File: src/hdl/fsr_pkg.sv
// constants for the floppy status and drive control register bank
package fsr_pkg;
  localparam logic [9:0] ADDR_STATUS_A = 10'h3f0;
  localparam logic [9:0] ADDR_STATUS_B = 10'h3f1;
  localparam logic [9:0] ADDR_DRIVE_OUT = 10'h3f2;
  localparam logic [9:0] ADDR_TAPE = 10'h3f3;
  localparam logic [7:0] DRIVE_OUT_RESET = 8'h00;
  localparam logic [1:0] TAPE_RESET = 2'h0;
  localparam int DOR_SEL_LO = 0;
  localparam int DOR_SEL_HI = 1;
  localparam int DOR_SOFT_RESET_ACTIVE_LOW = 2;
  localparam int DOR_DMA_IRQ_GATE_ENABLE = 3;
  localparam int DOR_MOT0 = 4;
  localparam int DOR_MOT1 = 5;
  localparam int SOFT_RESET_MIN_NS = 100;
  localparam int CLK_PERIOD_NS = 10;
  localparam int SOFT_RESET_MIN_CYC = (SOFT_RESET_MIN_NS + CLK_PERIOD_NS - 1) / CLK_PERIOD_NS;
  typedef enum logic [1:0] {
    FSR_BASIC_AT,
    FSR_FULL_STATUS,
    FSR_LATCHED_STATUS
  } fsr_mode_type;
endpackage

File: src/hdl/fsr_regs.sv
// floppy status, drive output and tape assignment registers
`timescale 1ns/1ps
`default_nettype none
// Behaviour
// - full mode A: write-protect, index, track0 inverted; head true; second-drive bit 1.
// - full mode A bit 5 shows live step output.
// - A bit 7 shows interrupt output in full and latched modes.
// - latched mode A: direction inverted, pins active high, head select inverted.
// - latched mode A bit 6 shows DMA request pin.
// - latched mode A bit 5 latches step, cleared by input-register read or resets.
// - basic mode reads of A and B leave data bus undriven.
// - full mode B bits 1:0 show motor outputs; hardware reset only.
// - full mode B bit 2 shows write gate.
// - full mode B bits 3,4 toggle on read/write data inactive edges.
// - full mode B bit 5 mirrors drive output bit 0.
// - full mode B bits 7:6 read 1.
// - latched mode B bits 0, 1, 7 read 1.
// - latched mode B bit 2 sets on write gate rise, clears on input read.
// - latched mode B bits 3,4 set on data inactive edges, not gated by write gate.
// - latched mode B bits 5,6 show drive selects active low.
// - drive output register resets to zero, ignores soft reset, always writable.
// - bit 2 low holds controller reset until written 1; other state kept except the step latch, which soft reset clears.
// - basic/latched: bit 3 enables DMA and interrupt pins, else ignored or floated.
// - full mode keeps DMA and interrupt pins enabled; bit 3 is still stored and read back.
// - bits 4,5 drive motor outputs active low; bits 7:6 read 0.
// - bits 1:0 pick one drive select, gated by its motor bit.
// - tape register holds 2 bits, upper bits float, soft reset ignored.
// - full mode A bit 0 shows direction, 1 means inward.
module fsr_regs (
  input wire logic core_clk_in,
  input wire logic nrst_in,
  input wire logic [1:0] mode_in,
  input wire logic [9:0] addr_in,
  input wire logic rd_in,
  input wire logic wr_in,
  input wire logic [7:0] wdata_in,
  input wire logic dir_read_in,
  input wire logic step_in,
  input wire logic head_dir_in,
  input wire logic head_side_select_in,
  input wire logic write_gate_in,
  input wire logic write_data_in,
  input wire logic irq_core_in,
  input wire logic dma_req_core_in,
  input wire logic dma_ack_n_pin_in,
  input wire logic term_count_pin_in,
  input wire logic write_protect_n_pin_in,
  input wire logic index_pulse_in,
  input wire logic track_zero_in,
  input wire logic read_data_n_pin_in,
  output logic [7:0] rdata_out,
  output logic rdata_oe_n_out,
  output logic [1:0] tape_rdata_oe_n_out,
  output logic soft_reset_active_low_out,
  output logic drive_select_0_out,
  output logic drive_select_1_out,
  output logic motor_on_drive0_out,
  output logic motor_on_drive1_out,
  output logic floppy_irq_out,
  output logic floppy_irq_oe_n_out,
  output logic dma_req_out,
  output logic dma_req_oe_n_out,
  output logic dma_ack_gated_out,
  output logic term_count_gated_out
);
  // pins synchronised; core signals arrive on this clock
  logic [5:0] pin_meta_ff;
  logic [5:0] pin_sync_ff;
  logic [7:0] drive_output_control_ff;
  logic [1:0] tape_drive_assign_ff;
  logic step_latch_ff;
  logic write_gate_latch_ff;
  logic rdata_latch_ff;
  logic wdata_latch_ff;
  logic rdata_tog_ff;
  logic wdata_tog_ff;
  logic step_d_ff;
  logic write_gate_d_ff;
  logic rdata_d_ff;
  logic wdata_d_ff;
  logic [7:0] rdata_ff;
  logic rd_oe_n_ff;
  logic [1:0] tape_oe_n_ff;

  wire logic wp_n = pin_sync_ff[0];
  wire logic idx_n = pin_sync_ff[1];
  wire logic track_zero_in_n = pin_sync_ff[2];
  wire logic rd_n = pin_sync_ff[3];
  wire logic dack_n = pin_sync_ff[4];
  wire logic tc_pin = pin_sync_ff[5];
  wire logic full_mode = (mode_in == 2'(fsr_pkg::FSR_FULL_STATUS));
  wire logic latched_mode = (mode_in == 2'(fsr_pkg::FSR_LATCHED_STATUS));
  wire logic soft_rst = ~drive_output_control_ff[fsr_pkg::DOR_SOFT_RESET_ACTIVE_LOW];
  wire logic sel_a = (addr_in == fsr_pkg::ADDR_STATUS_A);
  wire logic sel_b = (addr_in == fsr_pkg::ADDR_STATUS_B);
  wire logic sel_dor = (addr_in == fsr_pkg::ADDR_DRIVE_OUT);
  wire logic sel_tdr = (addr_in == fsr_pkg::ADDR_TAPE);
  wire logic wr_dor = wr_in & sel_dor;
  wire logic wr_tdr = wr_in & sel_tdr;
  wire logic mot0 = drive_output_control_ff[fsr_pkg::DOR_MOT0];
  wire logic mot1 = drive_output_control_ff[fsr_pkg::DOR_MOT1];
  wire logic [1:0] dsel = drive_output_control_ff[1:0];
  wire logic ds0_act = (dsel == 2'h0) & mot0;
  wire logic ds1_act = (dsel == 2'h1) & mot1;
  wire logic dma_en = full_mode | drive_output_control_ff[fsr_pkg::DOR_DMA_IRQ_GATE_ENABLE];
  // inactive edge: data pins are active low, so rising pin level
  wire logic rd_inact_edge = rd_n & ~rdata_d_ff;
  wire logic wd_inact_edge = write_data_in & ~wdata_d_ff;
  wire logic step_rise = step_in & ~step_d_ff;
  wire logic write_gate_rise = write_gate_in & ~write_gate_d_ff;
  wire logic clr_latch = dir_read_in | soft_rst;
  wire logic [7:0] sra_full = {irq_core_in, 1'b1, step_in, track_zero_in_n, head_side_select_in, idx_n, wp_n,
                               head_dir_in};
  wire logic [7:0] sra_latch = {irq_core_in, dma_req_core_in, step_latch_ff, ~track_zero_in_n,
                                ~head_side_select_in, ~idx_n, ~wp_n, ~head_dir_in};
  wire logic [7:0] srb_full = {2'h3, drive_output_control_ff[0], wdata_tog_ff, rdata_tog_ff, write_gate_in,
                               mot1, mot0};
  wire logic [7:0] srb_latch = {1'b1, ~ds1_act, ~ds0_act, wdata_latch_ff, rdata_latch_ff, write_gate_latch_ff,
                                2'h3};
  wire logic [7:0] sra_val = full_mode ? sra_full : sra_latch;
  wire logic [7:0] srb_val = full_mode ? srb_full : srb_latch;
  wire logic [7:0] dor_rd = {2'h0, drive_output_control_ff[5:0]};
  wire logic [7:0] tdr_rd = {6'h00, tape_drive_assign_ff};
  wire logic status_float = ~(full_mode | latched_mode) & (sel_a | sel_b);
  wire logic hit = sel_a | sel_b | sel_dor | sel_tdr;
  wire logic [7:0] nxt_rdata = sel_a ? sra_val : sel_b ? srb_val : sel_dor ? dor_rd : sel_tdr ? tdr_rd : 8'h00;
  wire logic nxt_rd_oe_n = ~(rd_in & hit & ~status_float);
  wire logic [1:0] nxt_tape_oe_n = {nxt_rd_oe_n | sel_tdr, nxt_rd_oe_n | ~sel_tdr};

  always_ff @(posedge core_clk_in) begin
    if (!nrst_in) begin
      pin_meta_ff <= 6'h1f;
      pin_sync_ff <= 6'h1f;
    end else begin
      pin_meta_ff <= {term_count_pin_in, dma_ack_n_pin_in, read_data_n_pin_in, track_zero_in, index_pulse_in,
                      write_protect_n_pin_in};
      pin_sync_ff <= pin_meta_ff;
    end
  end

  // hardware reset only; soft reset leaves both registers alone
  always_ff @(posedge core_clk_in) begin
    if (!nrst_in) begin
      drive_output_control_ff <= fsr_pkg::DRIVE_OUT_RESET;
      tape_drive_assign_ff <= fsr_pkg::TAPE_RESET;
    end else begin
      if (wr_dor) begin
        drive_output_control_ff <= {2'h0, wdata_in[5:0]};
      end
      if (wr_tdr) begin
        tape_drive_assign_ff <= wdata_in[1:0];
      end
    end
  end

  always_ff @(posedge core_clk_in) begin
    if (!nrst_in) begin
      step_d_ff <= 1'b0;
      write_gate_d_ff <= 1'b0;
      rdata_d_ff <= 1'b1;
      wdata_d_ff <= 1'b1;
    end else begin
      step_d_ff <= step_in;
      write_gate_d_ff <= write_gate_in;
      rdata_d_ff <= rd_n;
      wdata_d_ff <= write_data_in;
    end
  end

  // set wins over clear
  always_ff @(posedge core_clk_in) begin
    if (!nrst_in) begin
      step_latch_ff <= 1'b0;
      write_gate_latch_ff <= 1'b0;
      rdata_latch_ff <= 1'b0;
      wdata_latch_ff <= 1'b0;
      rdata_tog_ff <= 1'b0;
      wdata_tog_ff <= 1'b0;
    end else begin
      step_latch_ff <= step_rise | (step_latch_ff & ~clr_latch);
      write_gate_latch_ff <= write_gate_rise | (write_gate_latch_ff & ~dir_read_in);
      rdata_latch_ff <= rd_inact_edge | (rdata_latch_ff & ~dir_read_in);
      wdata_latch_ff <= wd_inact_edge | (wdata_latch_ff & ~dir_read_in);
      rdata_tog_ff <= rdata_tog_ff ^ rd_inact_edge;
      wdata_tog_ff <= wdata_tog_ff ^ wd_inact_edge;
    end
  end

  always_ff @(posedge core_clk_in) begin
    if (!nrst_in) begin
      rdata_ff <= 8'h00;
      rd_oe_n_ff <= 1'b1;
      tape_oe_n_ff <= 2'h3;
    end else begin
      rdata_ff <= nxt_rdata;
      rd_oe_n_ff <= nxt_rd_oe_n;
      tape_oe_n_ff <= nxt_tape_oe_n;
    end
  end

  assign rdata_out = rdata_ff;
  assign rdata_oe_n_out = rd_oe_n_ff | ~tape_oe_n_ff[0];
  assign tape_rdata_oe_n_out = tape_oe_n_ff;
  assign soft_reset_active_low_out = ~soft_rst;
  assign drive_select_0_out = ~ds0_act;
  assign drive_select_1_out = ~ds1_act;
  assign motor_on_drive0_out = ~mot0;
  assign motor_on_drive1_out = ~mot1;
  assign floppy_irq_out = irq_core_in;
  assign floppy_irq_oe_n_out = ~dma_en;
  assign dma_req_out = dma_req_core_in;
  assign dma_req_oe_n_out = ~dma_en;
  assign dma_ack_gated_out = dma_en & ~dack_n;
  assign term_count_gated_out = dma_en & tc_pin;

  a_dor_hw_reset: assert property (@(posedge core_clk_in)
    !nrst_in
    |=> drive_output_control_ff == fsr_pkg::DRIVE_OUT_RESET)
    else $error("drive output not cleared");
  a_dor_write: assert property (@(posedge core_clk_in) disable iff (!nrst_in)
    wr_dor
    |=> drive_output_control_ff[5:0] == $past(wdata_in[5:0]))
    else $error("drive output write lost");
  a_soft_reset_hold: assert property (@(posedge core_clk_in) disable iff (!nrst_in)
    (soft_rst && !wr_dor)
    |=> soft_rst)
    else $error("soft reset dropped");
  a_ds0_decode: assert property (@(posedge core_clk_in) disable iff (!nrst_in)
    !drive_select_0_out
    |-> (drive_output_control_ff[1:0] == 2'h0 && mot0))
    else $error("bad select 0");
  a_step_latch: assert property (@(posedge core_clk_in) disable iff (!nrst_in)
    step_rise
    |=> step_latch_ff)
    else $error("step not latched");
  a_write_gate_clear: assert property (@(posedge core_clk_in) disable iff (!nrst_in)
    (dir_read_in && !write_gate_rise)
    |=> !write_gate_latch_ff)
    else $error("write gate latch not cleared");
  a_rdata_toggle: assert property (@(posedge core_clk_in) disable iff (!nrst_in)
    rd_inact_edge
    |=> rdata_tog_ff != $past(rdata_tog_ff))
    else $error("read toggle missed");
  a_basic_float: assert property (@(posedge core_clk_in) disable iff (!nrst_in)
    (rd_in && status_float)
    |=> rdata_oe_n_out)
    else $error("status driven in basic mode");
  a_full_pins_on: assert property (@(posedge core_clk_in) disable iff (!nrst_in)
    full_mode
    |-> !dma_req_oe_n_out && !floppy_irq_oe_n_out)
    else $error("pins floated in full mode");
  a_srb_ones: assert property (@(posedge core_clk_in) disable iff (!nrst_in)
    (rd_in && sel_b && full_mode)
    |=> rdata_out[7:6] == 2'h3)
    else $error("reserved bits not one");
  a_sra_second_drive_present_one: assert property (@(posedge core_clk_in) disable iff (!nrst_in)
    (rd_in && sel_a && full_mode)
    |=> rdata_out[6])
    else $error("second drive bit not one");
  a_sra_full_pins: assert property (@(posedge core_clk_in) disable iff (!nrst_in)
    (rd_in && sel_a && full_mode)
    |=> rdata_out[4:1] == $past({track_zero_in_n, head_side_select_in, idx_n, wp_n}))
    else $error("full status pins wrong");
  a_sra_step_live: assert property (@(posedge core_clk_in) disable iff (!nrst_in)
    (rd_in && sel_a && full_mode)
    |=> rdata_out[5] == $past(step_in))
    else $error("live step bit wrong");
  a_sra_irq_bit: assert property (@(posedge core_clk_in) disable iff (!nrst_in)
    (rd_in && sel_a && (full_mode || latched_mode))
    |=> rdata_out[7] == $past(irq_core_in))
    else $error("interrupt bit wrong");
  a_sra_dir_full: assert property (@(posedge core_clk_in) disable iff (!nrst_in)
    (rd_in && sel_a && full_mode)
    |=> rdata_out[0] == $past(head_dir_in))
    else $error("direction bit wrong");
  a_sra_latch_pol: assert property (@(posedge core_clk_in) disable iff (!nrst_in)
    (rd_in && sel_a && latched_mode)
    |=> rdata_out[4:0] == ~$past({track_zero_in_n, head_side_select_in, idx_n, wp_n, head_dir_in}))
    else $error("latched status polarity wrong");
  a_sra_drq_bit: assert property (@(posedge core_clk_in) disable iff (!nrst_in)
    (rd_in && sel_a && latched_mode)
    |=> rdata_out[6] == $past(dma_req_core_in))
    else $error("dma request bit wrong");
  a_sra_step_ff: assert property (@(posedge core_clk_in) disable iff (!nrst_in)
    (rd_in && sel_a && latched_mode)
    |=> rdata_out[5] == $past(step_latch_ff))
    else $error("latched step bit wrong");
  a_step_clear: assert property (@(posedge core_clk_in) disable iff (!nrst_in)
    (clr_latch && !step_rise)
    |=> !step_latch_ff)
    else $error("step latch not cleared");
  a_srb_motor_bits: assert property (@(posedge core_clk_in) disable iff (!nrst_in)
    (rd_in && sel_b && full_mode)
    |=> rdata_out[1:0] == $past({mot1, mot0}))
    else $error("motor bits wrong");
  a_srb_write_gate_bit: assert property (@(posedge core_clk_in) disable iff (!nrst_in)
    (rd_in && sel_b && full_mode)
    |=> rdata_out[2] == $past(write_gate_in))
    else $error("write gate bit wrong");
  a_wdata_toggle: assert property (@(posedge core_clk_in) disable iff (!nrst_in)
    wd_inact_edge
    |=> wdata_tog_ff != $past(wdata_tog_ff))
    else $error("write toggle missed");
  a_rdata_tog_hold: assert property (@(posedge core_clk_in) disable iff (!nrst_in)
    !rd_inact_edge
    |=> rdata_tog_ff == $past(rdata_tog_ff))
    else $error("read toggle moved");
  a_wdata_tog_hold: assert property (@(posedge core_clk_in) disable iff (!nrst_in)
    !wd_inact_edge
    |=> wdata_tog_ff == $past(wdata_tog_ff))
    else $error("write toggle moved");
  a_srb_dsel_bit: assert property (@(posedge core_clk_in) disable iff (!nrst_in)
    (rd_in && sel_b && full_mode)
    |=> rdata_out[5] == $past(drive_output_control_ff[0]))
    else $error("drive select mirror wrong");
  a_srb_latch_ones: assert property (@(posedge core_clk_in) disable iff (!nrst_in)
    (rd_in && sel_b && latched_mode)
    |=> rdata_out[7] && rdata_out[1:0] == 2'h3)
    else $error("unsupported select bits not one");
  a_write_gate_latch: assert property (@(posedge core_clk_in) disable iff (!nrst_in)
    write_gate_rise
    |=> write_gate_latch_ff)
    else $error("write gate not latched");
  a_rdata_latch: assert property (@(posedge core_clk_in) disable iff (!nrst_in)
    rd_inact_edge
    |=> rdata_latch_ff)
    else $error("read data not latched");
  a_wdata_latch: assert property (@(posedge core_clk_in) disable iff (!nrst_in)
    wd_inact_edge
    |=> wdata_latch_ff)
    else $error("write data not latched");
  a_data_clear: assert property (@(posedge core_clk_in) disable iff (!nrst_in)
    (dir_read_in && !rd_inact_edge && !wd_inact_edge)
    |=> !rdata_latch_ff && !wdata_latch_ff)
    else $error("data latches not cleared");
  a_srb_selects: assert property (@(posedge core_clk_in) disable iff (!nrst_in)
    (rd_in && sel_b && latched_mode)
    |=> rdata_out[6:5] == $past({drive_select_1_out, drive_select_0_out}))
    else $error("select status bits wrong");
  a_dor_stable: assert property (@(posedge core_clk_in) disable iff (!nrst_in)
    !wr_dor
    |=> drive_output_control_ff == $past(drive_output_control_ff))
    else $error("drive output changed unwritten");
  a_soft_reset_pin: assert property (@(posedge core_clk_in) disable iff (!nrst_in)
    wr_dor
    |=> soft_reset_active_low_out == $past(wdata_in[2]))
    else $error("soft reset pin wrong");
  a_dma_gate_off: assert property (@(posedge core_clk_in) disable iff (!nrst_in)
    (!full_mode && !drive_output_control_ff[fsr_pkg::DOR_DMA_IRQ_GATE_ENABLE])
    |-> dma_req_oe_n_out && floppy_irq_oe_n_out && !dma_ack_gated_out && !term_count_gated_out)
    else $error("dma pins not gated off");
  a_dma_gate_on: assert property (@(posedge core_clk_in) disable iff (!nrst_in)
    drive_output_control_ff[fsr_pkg::DOR_DMA_IRQ_GATE_ENABLE]
    |-> !dma_req_oe_n_out && !floppy_irq_oe_n_out)
    else $error("dma pins not enabled");
  a_full_reset_pins: assert property (@(posedge core_clk_in)
    (!nrst_in && full_mode)
    |-> !dma_req_oe_n_out && !floppy_irq_oe_n_out)
    else $error("pins floated during reset");
  a_dor_top_zero: assert property (@(posedge core_clk_in) disable iff (!nrst_in)
    (rd_in && sel_dor)
    |=> rdata_out[7:6] == 2'h0)
    else $error("unused motor bits not zero");
  a_motor_pins: assert property (@(posedge core_clk_in) disable iff (!nrst_in)
    wr_dor
    |=> motor_on_drive0_out == !$past(wdata_in[4]) && motor_on_drive1_out == !$past(wdata_in[5]))
    else $error("motor pins wrong");
  a_ds1_decode: assert property (@(posedge core_clk_in) disable iff (!nrst_in)
    !drive_select_1_out
    |-> (drive_output_control_ff[1:0] == 2'h1 && mot1))
    else $error("bad select 1");
  a_one_select: assert property (@(posedge core_clk_in) disable iff (!nrst_in)
    !drive_select_0_out
    |-> drive_select_1_out)
    else $error("two drives selected");
  a_tape_hold: assert property (@(posedge core_clk_in) disable iff (!nrst_in)
    !wr_tdr
    |=> tape_drive_assign_ff == $past(tape_drive_assign_ff))
    else $error("tape register changed unwritten");
  a_tape_float: assert property (@(posedge core_clk_in) disable iff (!nrst_in)
    (rd_in && sel_tdr)
    |=> tape_rdata_oe_n_out == 2'h2 && rdata_oe_n_out)
    else $error("tape upper bits driven");
  a_latch_hw_reset: assert property (@(posedge core_clk_in)
    !nrst_in
    |=> !step_latch_ff && !write_gate_latch_ff && !rdata_latch_ff && !wdata_latch_ff)
    else $error("latches not cleared by reset");
endmodule
`default_nettype wire

File: config.mk
export PLATFORM = sky130hd
export DESIGN_NAME = fsr_regs
export DESIGN_NICKNAME = d
export VERILOG_FILES = /design/src/hdl/fsr_pkg.sv /design/src/hdl/fsr_regs.sv
export SDC_FILE = /design/constraint.sdc
export NUM_CORES = 1
export LEC_CHECK = 0
export BUFFER_PORTS_ARGS = -buffer_cell sky130_fd_sc_hd__buf_4
export CORE_MARGIN = 3
export CORE_UTILIZATION = 34
export DETAILED_ROUTE_END_ITERATION = 16
export SLEW_MARGIN = 10
export SYNTH_ARGS = -nofsm -noshare
export SYNTH_HDL_FRONTEND = slang
export SYNTH_SLANG_ARGS = --single-unit
File: constraint.sdc
create_clock -name core_clk_in -period 1.2 [get_ports core_clk_in]
set_input_delay 0 -clock core_clk_in [delete_from_list [all_inputs] [get_ports core_clk_in]]
set_output_delay 0 -clock core_clk_in [all_outputs]
set_load 0.05 [all_outputs]
# Word level (Yosys, flattened, before mapping)
# Index checks and enable logic that the tools add are counted.
# W data, S select, Z words.
[totals]
word_cells = 86
output_inout_bits = 22
ff_bits = 41
input_bits = 38
[op_classes]
reduce_logical = 1
bitwise_logic = 55
n_eq_ne = 7
muxes = 6
[op_table]
columns = ["operator", "n"]
rows = [
  ["$eq A10 B10 Y1 const B", 4],
  ["$not A1 Y1", 23],
  ["$and A1 B1 Y1", 17],
  ["$mux W8", 2],
  ["$mux W7", 2],
  ["$or A1 B1 Y1", 13],
  ["$mux W6", 1],
  ["$eq A2 B1 Y1 const B", 2],
  ["$eq A2 B2 Y1 const B", 1],
  ["$logic_not A2 Y1", 1],
  ["$mux W2", 1],
  ["$xor A1 B1 Y1", 2],
]

# Logic depth before layout (Yosys ltp)
# Gate-level depths: netlist of the first run.
[logic_depth]
word_depth = 8
depth_mapped = 8
depth_no_buf = 6

# Least setup slack after synthesis of the first run
# No wires, ideal clock.
[synth_path]
path_kind = "in2out"
startpoint = "input mode_in[1]"
endpoint = "output dma_ack_gated_out"
required_ps = 1200
slack_ps = -503
path_stages = 6
path_buffers = 2
t_arrival_ps = 1703
cell_sequence = "inv_1 -> ha_1 -> buf_4 -> buf_4 -> nor2_1 -> nor2_1"
[synth_between]
elab_chain_len = 3
[synth_lines]
columns = ["element", "line_no", "source"]
rows = [
  ["start: declaration", "fsr_regs.sv:32", "input wire logic [1:0] mode_in,"],
  ["$eq A2 B1 Y1", "fsr_regs.sv:91", "wire logic full_mode = (mode_in == 2'(fsr_pkg::FSR_FULL_STATUS));"],
  ["$or A1 B1 Y1", "fsr_regs.sv:105", "wire logic dma_en = full_mode | drive_output_control_ff[fsr_pkg::DOR_DMA_IRQ_GATE_ENABLE];"],
  ["$and A1 B1 Y1", "fsr_regs.sv:213", "assign dma_ack_gated_out = dma_en & ~dack_n;"],
  ["end: declaration", "fsr_regs.sv:63", "output logic dma_ack_gated_out,"],
]
# Every way passes these cells.

# Worst setup path in the final report of the first run
[layout_path]
startpoint = "register drive_output_control_ff[0]"
endpoint = "output drive_select_0_out"
[layout_between]
elab_chain_len = 3
[layout_lines]
columns = ["element", "line_no", "source"]
rows = [
  ["start: declaration", "fsr_regs.sv:69", "logic [7:0] drive_output_control_ff;"],
  ["start signal: assignment", "fsr_regs.sv:144", "drive_output_control_ff <= fsr_pkg::DRIVE_OUT_RESET;"],
  ["start signal: assignment", "fsr_regs.sv:148", "drive_output_control_ff <= {2'h0, wdata_in[5:0]};"],
  ["$logic_not A2 Y1", "fsr_regs.sv:103", "wire logic ds0_act = (dsel == 2'h0) & mot0;"],
  ["$and A1 B1 Y1", "fsr_regs.sv:103", ""],
  ["$not A1 Y1", "fsr_regs.sv:205", "assign drive_select_0_out = ~ds0_act;"],
  ["end: declaration", "fsr_regs.sv:55", "output logic drive_select_0_out,"],
]
# Every way passes these cells.

==> flow_summary.json, run 1 <==
{
  "grt_max_degree": 27,
  "htree_levels": 2,
  "multiInputGateArea_um2": 781,
  "grt_pass1_wl_mm": 6.19,
  "area.sequential_um2": 827,
  "initialDrtViolationCount": 48,
  "gp_congestion": 0.738,
  "cts_tree": "done",
  "core_um2": 4560,
  "status": "completed",
  "dp_slack_ns": 0.0274,
  "tightest_slew_ns": 0.312,
  "synth.avg_cell_area_um2": 9.34,
  "drive_above_1_share": 0.340,
  "startpoint": "drive_output_control_ff[0]",
  "seq_area_frac_synth": 0.488,
  "drv_cap": 0,
  "max-clock-path-buffers": 2,
  "r2r_start": "drive_output_control_ff[4]",
  "rsz0062_at_grt": "false",
  "nets": 294,
  "routed_wl_mm": 3.71,
  "arrival_ns": 1.17,
  "initial_utilization": 0.368,
  "vias": 1383,
  "hp-start": "addr_in[0]",
  "synthesis.nets": 219,
  "power.leakage_uw": 0.00107,
  "die_x_um": 76.3,
  "cp-end-kind": "primary output",
  "critPathMaxStageDelay_ns": 0.37,
  "numCtsBuffers": 5,
  "async_reset_ff_frac": 0,
  "min_period_over_period": 0.979,
  "hold_class": "input pin to register",
  "cp_num_buf_inv": 1,
  "antenna_found_initial": 0,
  "diodes": 0,
  "root_buffer": "clkbuf_8",
  "period_minus_slack_ns": 1.17,
  "hold_viol_final": 0,
  "hpwl_mm": 2.66,
  "utilization": 0.551,
  "dieArea_um2": 5820,
  "critPathLaunchType": "register",
  "place_inst": 294,
  "path_max_fanout": 5,
  "ys.flop_type": "dfxtp_1",
  "wire_per_inst_um": 11.6,
  "fmax_mhz": 852,
  "drt.antenna.violating_nets": 0,
  "critPathRequiredTime_ns": 1.20,
  "finalWorstSetupSlack_ns": 0.0257,
  "pin_count": 60,
  "critPathSlowestCell": "or3_4",
  "ys_warn_count": 0,
  "dr.pass1.iters": 4,
  "cts.clk_slew.worst_paths_ns": 0.08,
  "first_global_vias": 1330,
  "path_cells": "or3_4 -> buf_8",
  "viasPerCell": 4.31,
  "crit_type": "register to primary output",
  "maxSlewViolCount": 0,
  "powerDensity_nw_per_um2": 1070,
  "num-fill-cells": 448,
  "synth_edf_count": 0,
  "clk_latency_ns": 0.29,
  "die_h_um": 76.3,
  "netlist_area_um2": 1680,
  "setup_viol": 0,
  "max_slew_margin": 0.791,
  "io_buffers": 57,
  "path_delay_family": "simple AND/OR/NAND/NOR gates",
  "vdd_drop_max_mv": 0.877,
  "clock_sink_count": 41,
  "fin_cells": 321,
  "grt_util_all_layers": 0.132,
  "area_growth_pct": 49.6,
  "clock_skew_ns": 0.00661,
  "synth-seq-cells": 41,
  "gr-total-overflow": 0,
  "row_count": 24,
  "yosys.cell_types.count": 30,
  "postSynthCellCount": 180,
  "drc": 0
}
## per-stage QoR
stage	hold slack, ns	setup TNS (ns)	power [µW]	area, µm²
after floorplan	0.101	-0.0350	1610	1700
after global placement	0.185	0	1740	2190
after detailed placement	0.187	0	1740	2190
after CTS	0.0168	0	2720	2480
after global routing	0.0422	0	2810	2510
final	0.0286	0	2700	2510
## path summary, 6_finish.rpt
path                            end  slack, ns  cells after the start
max              drive_select_0_out       0.03                      2
min          tape_rdata_oe_n_out[0]       0.03                      2
max reg2reg            rdata_out[0]       0.17                      5
min reg2reg          pin_sync_ff[0]       0.41                      1
## flip-flops by register name, indices dropped and copies added (netlist names)
name and cells:
rdata_out 8, drive_output_control_ff 6, pin_meta_ff 6, pin_sync_ff 6, tape_drive_assign_ff 2, tape_rdata_oe_n_out 2
rd_oe_n_ff 1, rdata_d_ff 1, rdata_latch_ff 1, rdata_tog_ff 1, step_d_ff 1, step_latch_ff 1
wdata_d_ff 1, wdata_latch_ff 1, wdata_tog_ff 1, write_gate_d_ff 1, write_gate_latch_ff 1
## area by class of cell
type                            instances  share of cell area
Multi-Input combinational cell        117               0.311
Tap cell                               65              0.0324
Clock inverter                          2             0.00548
Sequential cell                        41               0.329
Timing Repair Buffer                   82               0.278
Clock buffer                            6              0.0329
Inverter                                8              0.0119
## kinds of logic after synthesis
kind of cell,Yosys count,synth area share
muxes,15,0.0893
xor gates and xnor gates,5,0.0261
AOI/OAI and AO/OA,24,0.0834
and+or+nand+nor,72,0.236
adders and majority gates,1,0.00744
DFF,41,0.488
buffers and inverters,22,0.0692
## layout by cell type, fill, tap and decap left out, types with 2 or more instances in the layout
| cell type | count |
|---|---|
| buf_4 | 61 |
| dfxtp_1 | 38 |
| nand2_1 | 20 |
| nand2b_1 | 17 |
| dlygate4sd3_1 | 17 |
| mux2i_1 | 15 |
| o21ai_0 | 9 |
| nor2_1 | 8 |
| and2_1 | 8 |
| inv_1 | 7 |
| a21oi_1 | 6 |
| clkbuf_8 | 6 |
| nor2b_1 | 3 |
| a211oi_1 | 3 |
| nor3_1 | 3 |
| xor2_1 | 3 |
| nor3b_1 | 2 |
| o22ai_1 | 2 |
| a21boi_0 | 2 |
| xnor2_1 | 2 |
| dfxtp_2 | 2 |
| buf_8 | 2 |
| buf_12 | 2 |
## layer usage
layer | vias up | wire length (µm) | track usage
li1 | 732 | - | -
met1 | 615 | 1700 | 0.164
met2 | 34 | 1790 | 0.214
met3 | 2 | 192 | 0.0473
met4 | 0 | 21 | 0.0435
met5 | - | 0 | 0
## what timing repair did
action                                  in CTS  in global routing
gates resized for setup                      6                  8
endpoints found under the setup margin       1                  8
hold endpoints to repair                    21                  0
hold buffers                                17                  0
buffers inserted                             1                  1
pin swaps                                    1                  0
## report_power, final
part / total [µW] / internal (µW) / switching, µW
clock network: 943 / 466 / 477
logic: 355 / 197 / 158
registers: 1400 / 1390 / 10.9
## synth_stat cells, types with 4 or more instances
library cell  instances  area (µm²)
dfxtp_1              41         821
nand2b_1             17         106
nor2_1                9        33.8
buf_4                 6        45.0
inv_1                 8        30.0
o21ai_0               9        45.0
and2_1                8        50.1
mux2i_1              15         150
clkbuf_1              4        15.0
a21oi_1               6        30.0
nand2_1              20        75.1
nor2b_1               5        31.3
a211oi_1              4        30.0
(Power assumes the default switching activity.)
==> run 2: changes to the inputs <==
Settings changed: CTS_BUF_LIST from default to sky130_fd_sc_hd__clkbuf_8, SLEW_MARGIN 10 to default.
Clock period 1.2 ns to 1 ns, I/O delays scaled along.
==> run 2 against run 1 <==
Effect of this change:
- the run now ends with setup timing left
- clock power up 7%
- global-route usage up 0.60 points
- routed wire length up 1.6%
- total power up 16%
- flip-flop and latch count unchanged
- setup slack worse by 0.23 ns
- via count up 3.9%
- critical endpoint unchanged
==> flow_summary.json, run 2 (same netlist as run 1, synthesis figures left out) <==
{
  "dr.pass1.iters": 4,
  "p_switching_uw": 749,
  "antenna_found_initial": 0,
  "fmax_mhz": 827,
  "path_delay_family": "flip-flops",
  "viasPerCell": 4.39,
  "maxSlewViolCount": 0,
  "grt_util_all_layers": 0.138,
  "whs_ns": 0.0191,
  "grt_max_degree": 22,
  "cts.clk_slew.worst_paths_ns": 0.07,
  "cts_tree": "done",
  "min_period_over_period": 1.21,
  "crit_type": "register to primary output",
  "multiInputGateArea_um2": 813,
  "p_clk_frac": 0.321,
  "switching_share": 0.239,
  "drv_cap": 0,
  "nets": 300,
  "failed_checks": "setup timing",
  "cp_num_buf_inv": 2,
  "arrival_ns": 1.21,
  "finalWorstSetupSlack_ns": -0.209,
  "clock_skew_ns": 0.00732,
  "routed_wl_mm": 3.77,
  "endpoint": "drive_select_0_out",
  "clock_sink_count": 41,
  "path_max_fanout": 2,
  "area.sequential_um2": 832,
  "p_int_uw": 2390,
  "tightest_slew_ns": 0.298,
  "initialDrtViolationCount": 51,
  "drc": 0,
  "max_slew_margin": 0.801,
  "r2r_start": "drive_output_control_ff[4]",
  "clk_latency_ns": 0.29,
  "hpwl_mm": 2.69,
  "critPathRequiredTime_ns": 1.00,
  "placed_area_um2": 2250,
  "htree_levels": 2,
  "most-common-layout-cells": "60 x buf_4, 36 x dfxtp_1, 19 x nand2_1, 18 x dlygate4sd3_1, 16 x nand2b_1",
  "pwr-share-comb": 0.143,
  "hold_class": "input pin to register",
  "tns_ns": -0.407,
  "cp-end-kind": "primary output",
  "drive_above_1_share": 0.378,
  "die_x_um": 76.3,
  "hold_viol_final": 0,
  "dp_slack_ns": -0.0981,
  "drt.antenna.violating_nets": 0,
  "power.leakage_uw": 0.00109,
  "diodes": 0,
  "mostFrequentLayoutCell": "buf_4",
  "grt_pass1_wl_mm": 6.42,
  "initial_utilization": 0.368,
  "fin_cells": 327,
  "row_count": 24,
  "period_minus_slack_ns": 1.21,
  "rsz0062_at_grt": "true",
  "area_growth_pct": 55.0,
  "rrSetupSlack_ns": -0.10,
  "root_buffer": "clkbuf_8",
  "gr-total-overflow": 0,
  "vias": 1437,
  "r2r-end": "rdata_out[0]",
  "seqPwrFrac": 0.536,
  "powerDensity_nw_per_um2": 1200,
  "path_cells": "clkinvlp_4 -> or3_4 -> buf_8",
  "io_buffers": 57,
  "cp_num_cells": 3,
  "numCtsBuffers": 5,
  "die_h_um": 76.3,
  "wire_per_inst_um": 11.5,
  "gp_congestion": 0.727,
  "stdcell_area_um2": 2600,
  "place_inst": 296,
  "rr_worst_depth": 6,
  "holdPathStages": 3,
  "max-clock-path-buffers": 2,
  "critPathSlowestCell": "dfxtp_4",
  "core_um2": 4560,
  "vdd_drop_max_mv": 0.985,
  "critPathMaxStageDelay_ns": 0.36,
  "dieArea_um2": 5820,
  "first_global_vias": 1365,
  "critPathLaunchType": "register",
  "startpoint": "drive_output_control_ff[4]",
  "pin_count": 60,
  "status": "finished, violations left",
  "setup_viol": 4,
  "largest_reg_flops": 8,
  "num-fill-cells": 447
}
run 2: cell types whose count changed in the layout (fill, tap and decap cells not counted), moves of 2 or more:
cell | before | now
buf_6 | 0 | 8
o21ai_0 | 9 | 5
clkinv_1 | 0 | 2
dfxtp_1 | 38 | 36
o21ai_1 | 0 | 3
clkinvlp_4 | 0 | 2
inv_1 | 7 | 5
run 2: metrics by stage:
stage               utilization  total power (µW)
floorplan                     -              1940
global placement          0.493              2100
detailed placement        0.493              2110
CTS                       0.562              3170
global route              0.570              3290
finish                    0.570              3140
run 2: worst min path at each step:
stage                      startpoint                          to  slack, ns
2_1_floorplan  write_protect_n_pin_in              pin_meta_ff[0]       0.10
3_3_place_gp           index_pulse_in              pin_meta_ff[1]       0.18
3_5_place_dp            track_zero_in              pin_meta_ff[2]       0.19
4_1_cts                   wdata_in[0]  drive_output_control_ff[0]       0.01
5_1_grt                   wdata_in[0]  drive_output_control_ff[0]       0.03
6_report                  wdata_in[0]  drive_output_control_ff[0]       0.02
run 2: per-layer routing:
metal / routed length [µm] / share of wire / vias up / GRT usage
met2: 1810 / 0.48 / 47 / 0.222
met5: 0 / 0 / - / 0
met1: 1710 / 0.45 / 638 / 0.174
li1: - / - / 748 / -
met4: 42 / 0.011 / 0 / 0.0598
met3: 209 / 0.055 / 4 / 0.0378
run 2: layout make-up:
class,instances,area share
Sequential cell,41,0.320
Multi-Input combinational cell,117,0.312
Timing Repair Buffer,88,0.290
Tap cell,65,0.0312
Clock buffer,5,0.0264
Inverter,8,0.0154
Clock inverter,3,0.00481
run 2: power groups by stage:
stage / registers, µW / logic [µW] / clock network, µW
floorplan: 1720 / 227 / 0
global placement: 1720 / 383 / 0
detailed placement: 1720 / 387 / 0
CTS: 1680 / 449 / 1050
global route: 1690 / 495 / 1100
finish: 1680 / 449 / 1010
run 2: worst register-to-register path, delay by kind of cell, from the launching register on:
family | cells | cell delay, ns
simple gates | 1 | 0.06
flops | 1 | 0.36
compound gates | 2 | 0.33
mux | 1 | 0.06
buf+inv | 2 | 0.21
run 2: repair_timing:
action | in CTS | in global routing
setup endpoints to repair | 7 | 13
pin swaps | 3 | 10
hold buffers | 18 | 0
hold endpoints to repair | 16 | 0
setup buffers | 3 | 3
resized for setup | 11 | 8
==> run 3: changes to the inputs <==
Settings changed: ABC_AREA from default to 1, GPL_ROUTABILITY_DRIVEN from default to 0.
==> run 3 against run 2 <==
Effect of this change:
- the run still ends with setup timing left
- first-iteration DRC count increased by 65%
- sequential share of layout area decreased by 1.0 points
- combinational power decreased by 1%
- register-to-register slack improved by 0.10 ns
- cell area increased by 3.7%
- clock skew about the same
- utilization decreased by 2.1 points
- critical path type unchanged
- highest routed layer unchanged
==> flow_summary.json, run 3 <==
{
  "clk_latency_ns": 0.30,
  "vias": 1742,
  "largest_reg_flops": 8,
  "synth_edf_count": 0,
  "grt_util_all_layers": 0.160,
  "power.leakage_uw": 0.00129,
  "critPathSlowestCell": "dfxtp_2",
  "holdPathStages": 3,
  "numCtsBuffers": 5,
  "cts_tree": "done",
  "num-fill-cells": 478,
  "antenna_found_initial": 0,
  "grt_use_met1": 0.206,
  "die_h_um": 78.9,
  "synth-seq-cells": 41,
  "root_buffer": "clkbuf_8",
  "synth_top_area_cell": "dfxtp_1",
  "initial_utilization": 0.368,
  "routed_wl_mm": 4.54,
  "wire_per_inst_um": 11.8,
  "ys.flop_type": "dfxtp_1",
  "failed_checks": "setup timing",
  "rr_worst_depth": 7,
  "grt_use_met2": 0.250,
  "drt.antenna.violating_nets": 0,
  "area_growth_pct": 49.5,
  "vdd_drop_max_mv": 1.03,
  "io_buffers": 57,
  "multiInputGateArea_um2": 808,
  "tightest_slew_ns": 0.556,
  "whs_ns": 0.0189,
  "min_period_over_period": 1.08,
  "grt_max_degree": 21,
  "clock_sink_count": 41,
  "gr-total-overflow": 0,
  "met3_usage": 0.0533,
  "grt-busiest-layer": "met2",
  "max-clock-path-buffers": 2,
  "nets": 356,
  "hpwl_mm": 3.24,
  "cts.clk_slew.worst_paths_ns": 0.09,
  "yosys.cell_types.count": 26,
  "fmax_mhz": 924,
  "first_global_vias": 1671,
  "htree_levels": 2,
  "critPathRequiredTime_ns": 1.00,
  "yosysMostFrequentCell": "nand2_1",
  "setup_viol": 8,
  "netlist_area_um2": 1810,
  "rrSetupSlack_ns": 0,
  "seq_area_frac_synth": 0.455,
  "synthesis.nets": 272,
  "utilization": 0.550,
  "startpoint": "drive_output_control_ff[4]",
  "diodes": 0,
  "hold_class": "input pin to register",
  "yosys-top-cells-count": "48 x nand2_1, 41 x dfxtp_1, 36 x inv_1, 28 x nor2_1, 17 x nand3_1",
  "drive_above_1_share": 0.358,
  "r2r_start": "drive_output_control_ff[4]",
  "hold_viol_final": 0,
  "critPathLaunchType": "register",
  "postSynthCellCount": 233,
  "drv_cap": 0,
  "path_max_fanout": 2,
  "grt_pass1_wl_mm": 7.80,
  "synth.avg_cell_area_um2": 7.75,
  "area.sequential_um2": 835,
  "ys_warn_count": 0,
  "viasPerCell": 4.52,
  "die_x_um": 78.9,
  "arrival_ns": 1.08,
  "critPathMaxStageDelay_ns": 0.36,
  "mostFrequentLayoutCell": "buf_4",
  "crit_type": "register to primary output",
  "dr.pass1.iters": 4,
  "synth_top_area_share": 0.455,
  "initialDrtViolationCount": 84,
  "pin_count": 60,
  "drc": 0,
  "most-common-layout-cells": "61 x buf_4, 46 x nand2_1, 34 x dfxtp_1, 33 x inv_1, 24 x nor2_1",
  "clock_skew_ns": 0.00735,
  "dieArea_um2": 6220,
  "core_um2": 4910,
  "path_cells": "clkinvlp_4 -> nor2_4 -> nand2_2 -> buf_6",
  "endpoint": "drive_select_0_out",
  "r2r-end": "rdata_out[5]",
  "cp-end-kind": "primary output",
  "finalWorstSetupSlack_ns": -0.0818,
  "async_reset_ff_frac": 0,
  "max_slew_margin": 0.629,
  "powerDensity_nw_per_um2": 1210,
  "row_count": 25,
  "status": "finished, violations left",
  "period_minus_slack_ns": 1.08,
  "synth.area.top_cells": "dfxtp_1 45%, nand2_1 10%, inv_1 7.5%",
  "rsz0062_at_grt": "true",
  "maxSlewViolCount": 0
}
run 3: cell count changes after synthesis, sizes merged, moves of 5 or more:
cell	change
nand2b	-17
nand4	+9
mux2i	-15
and2	-7
nor2	+22
or2	+10
nand3	+16
nand2	+30
nor2b	-5
inv	+28
run 3: layout make-up:
class                      count  share of cell area
multi-input combinational    146               0.299
clock buffer                   5              0.0255
tap                           67              0.0310
inverter                      36              0.0524
sequential                    41               0.309
timing repair buffer          87               0.273
clock inverter                 3             0.00927
run 3: logic make-up (layout without fill, tap and decap cells):
group                      Yosys count  count (layout)  share of synthesized area
DFF                                 41              41                      0.455
xor gates and xnor gates             4               4                     0.0194
AOI/OAI and AO/OA                   20              20                     0.0769
buffers and inverters               46             131                      0.124
and+or+nand+nor                    121             121                      0.318
adders and majority gates            1               1                    0.00693
run 3: critical path, delay by kind of cell, from the launching register on:
kind	cells	cell delay, ns
buf+inv	2	0.25
simple gates	2	0.16
flops	1	0.36
run 3: per-layer routing:
metal  share of wire  up-vias  routed length [µm]
met1            0.41      775                1850
li1                -      895                   -
met3           0.083       10                 376
met4           0.017        0                  79
met2            0.49       62                2230
met5               0        -                   0
run 3: worst min path at each step:
| stage | from | end |
|---|---|---|
| 4_1_cts | wr_in | drive_output_control_ff[2] |
| 3_5_place_dp | term_count_pin_in | pin_meta_ff[5] |
| 3_3_place_gp | term_count_pin_in | pin_meta_ff[5] |
| 2_1_floorplan | write_data_in | wdata_d_ff |
| 5_1_grt | wr_in | drive_output_control_ff[2] |
| 6_report | wr_in | drive_output_control_ff[2] |
run 3: repair_timing:
action,CTS,global route
setup buffers,0,1
gates resized for setup,11,13
pin swaps,3,5
hold endpoints to repair,24,0
hold buffers,19,0
setup endpoints to repair,8,14
run 3: through the flow:
stage / power [µW] / instance area [µm²] / setup TNS [ns] / setup slack [ns] / std cells
2_1_floorplan: 1930 / 1860 / -0.264 / -0.157 / 233
3_3_place_gp: 2100 / 2340 / -1.12 / -0.110 / 357
3_5_place_dp: 2100 / 2340 / -1.21 / -0.130 / 357
4_1_cts: 3300 / 2660 / -0.381 / -0.0975 / 384
5_1_grt: 3430 / 2700 / -0.774 / -0.143 / 385
6_report: 3260 / 2700 / -0.296 / -0.0818 / 385
run 3: where the power goes:
group | switching (µW) | leakage, µW | internal (µW)
Clock | 630 | 0.0000447 | 503
Sequential | 12.5 | 0.000338 | 1670
Combinational | 217 | 0.000908 | 226
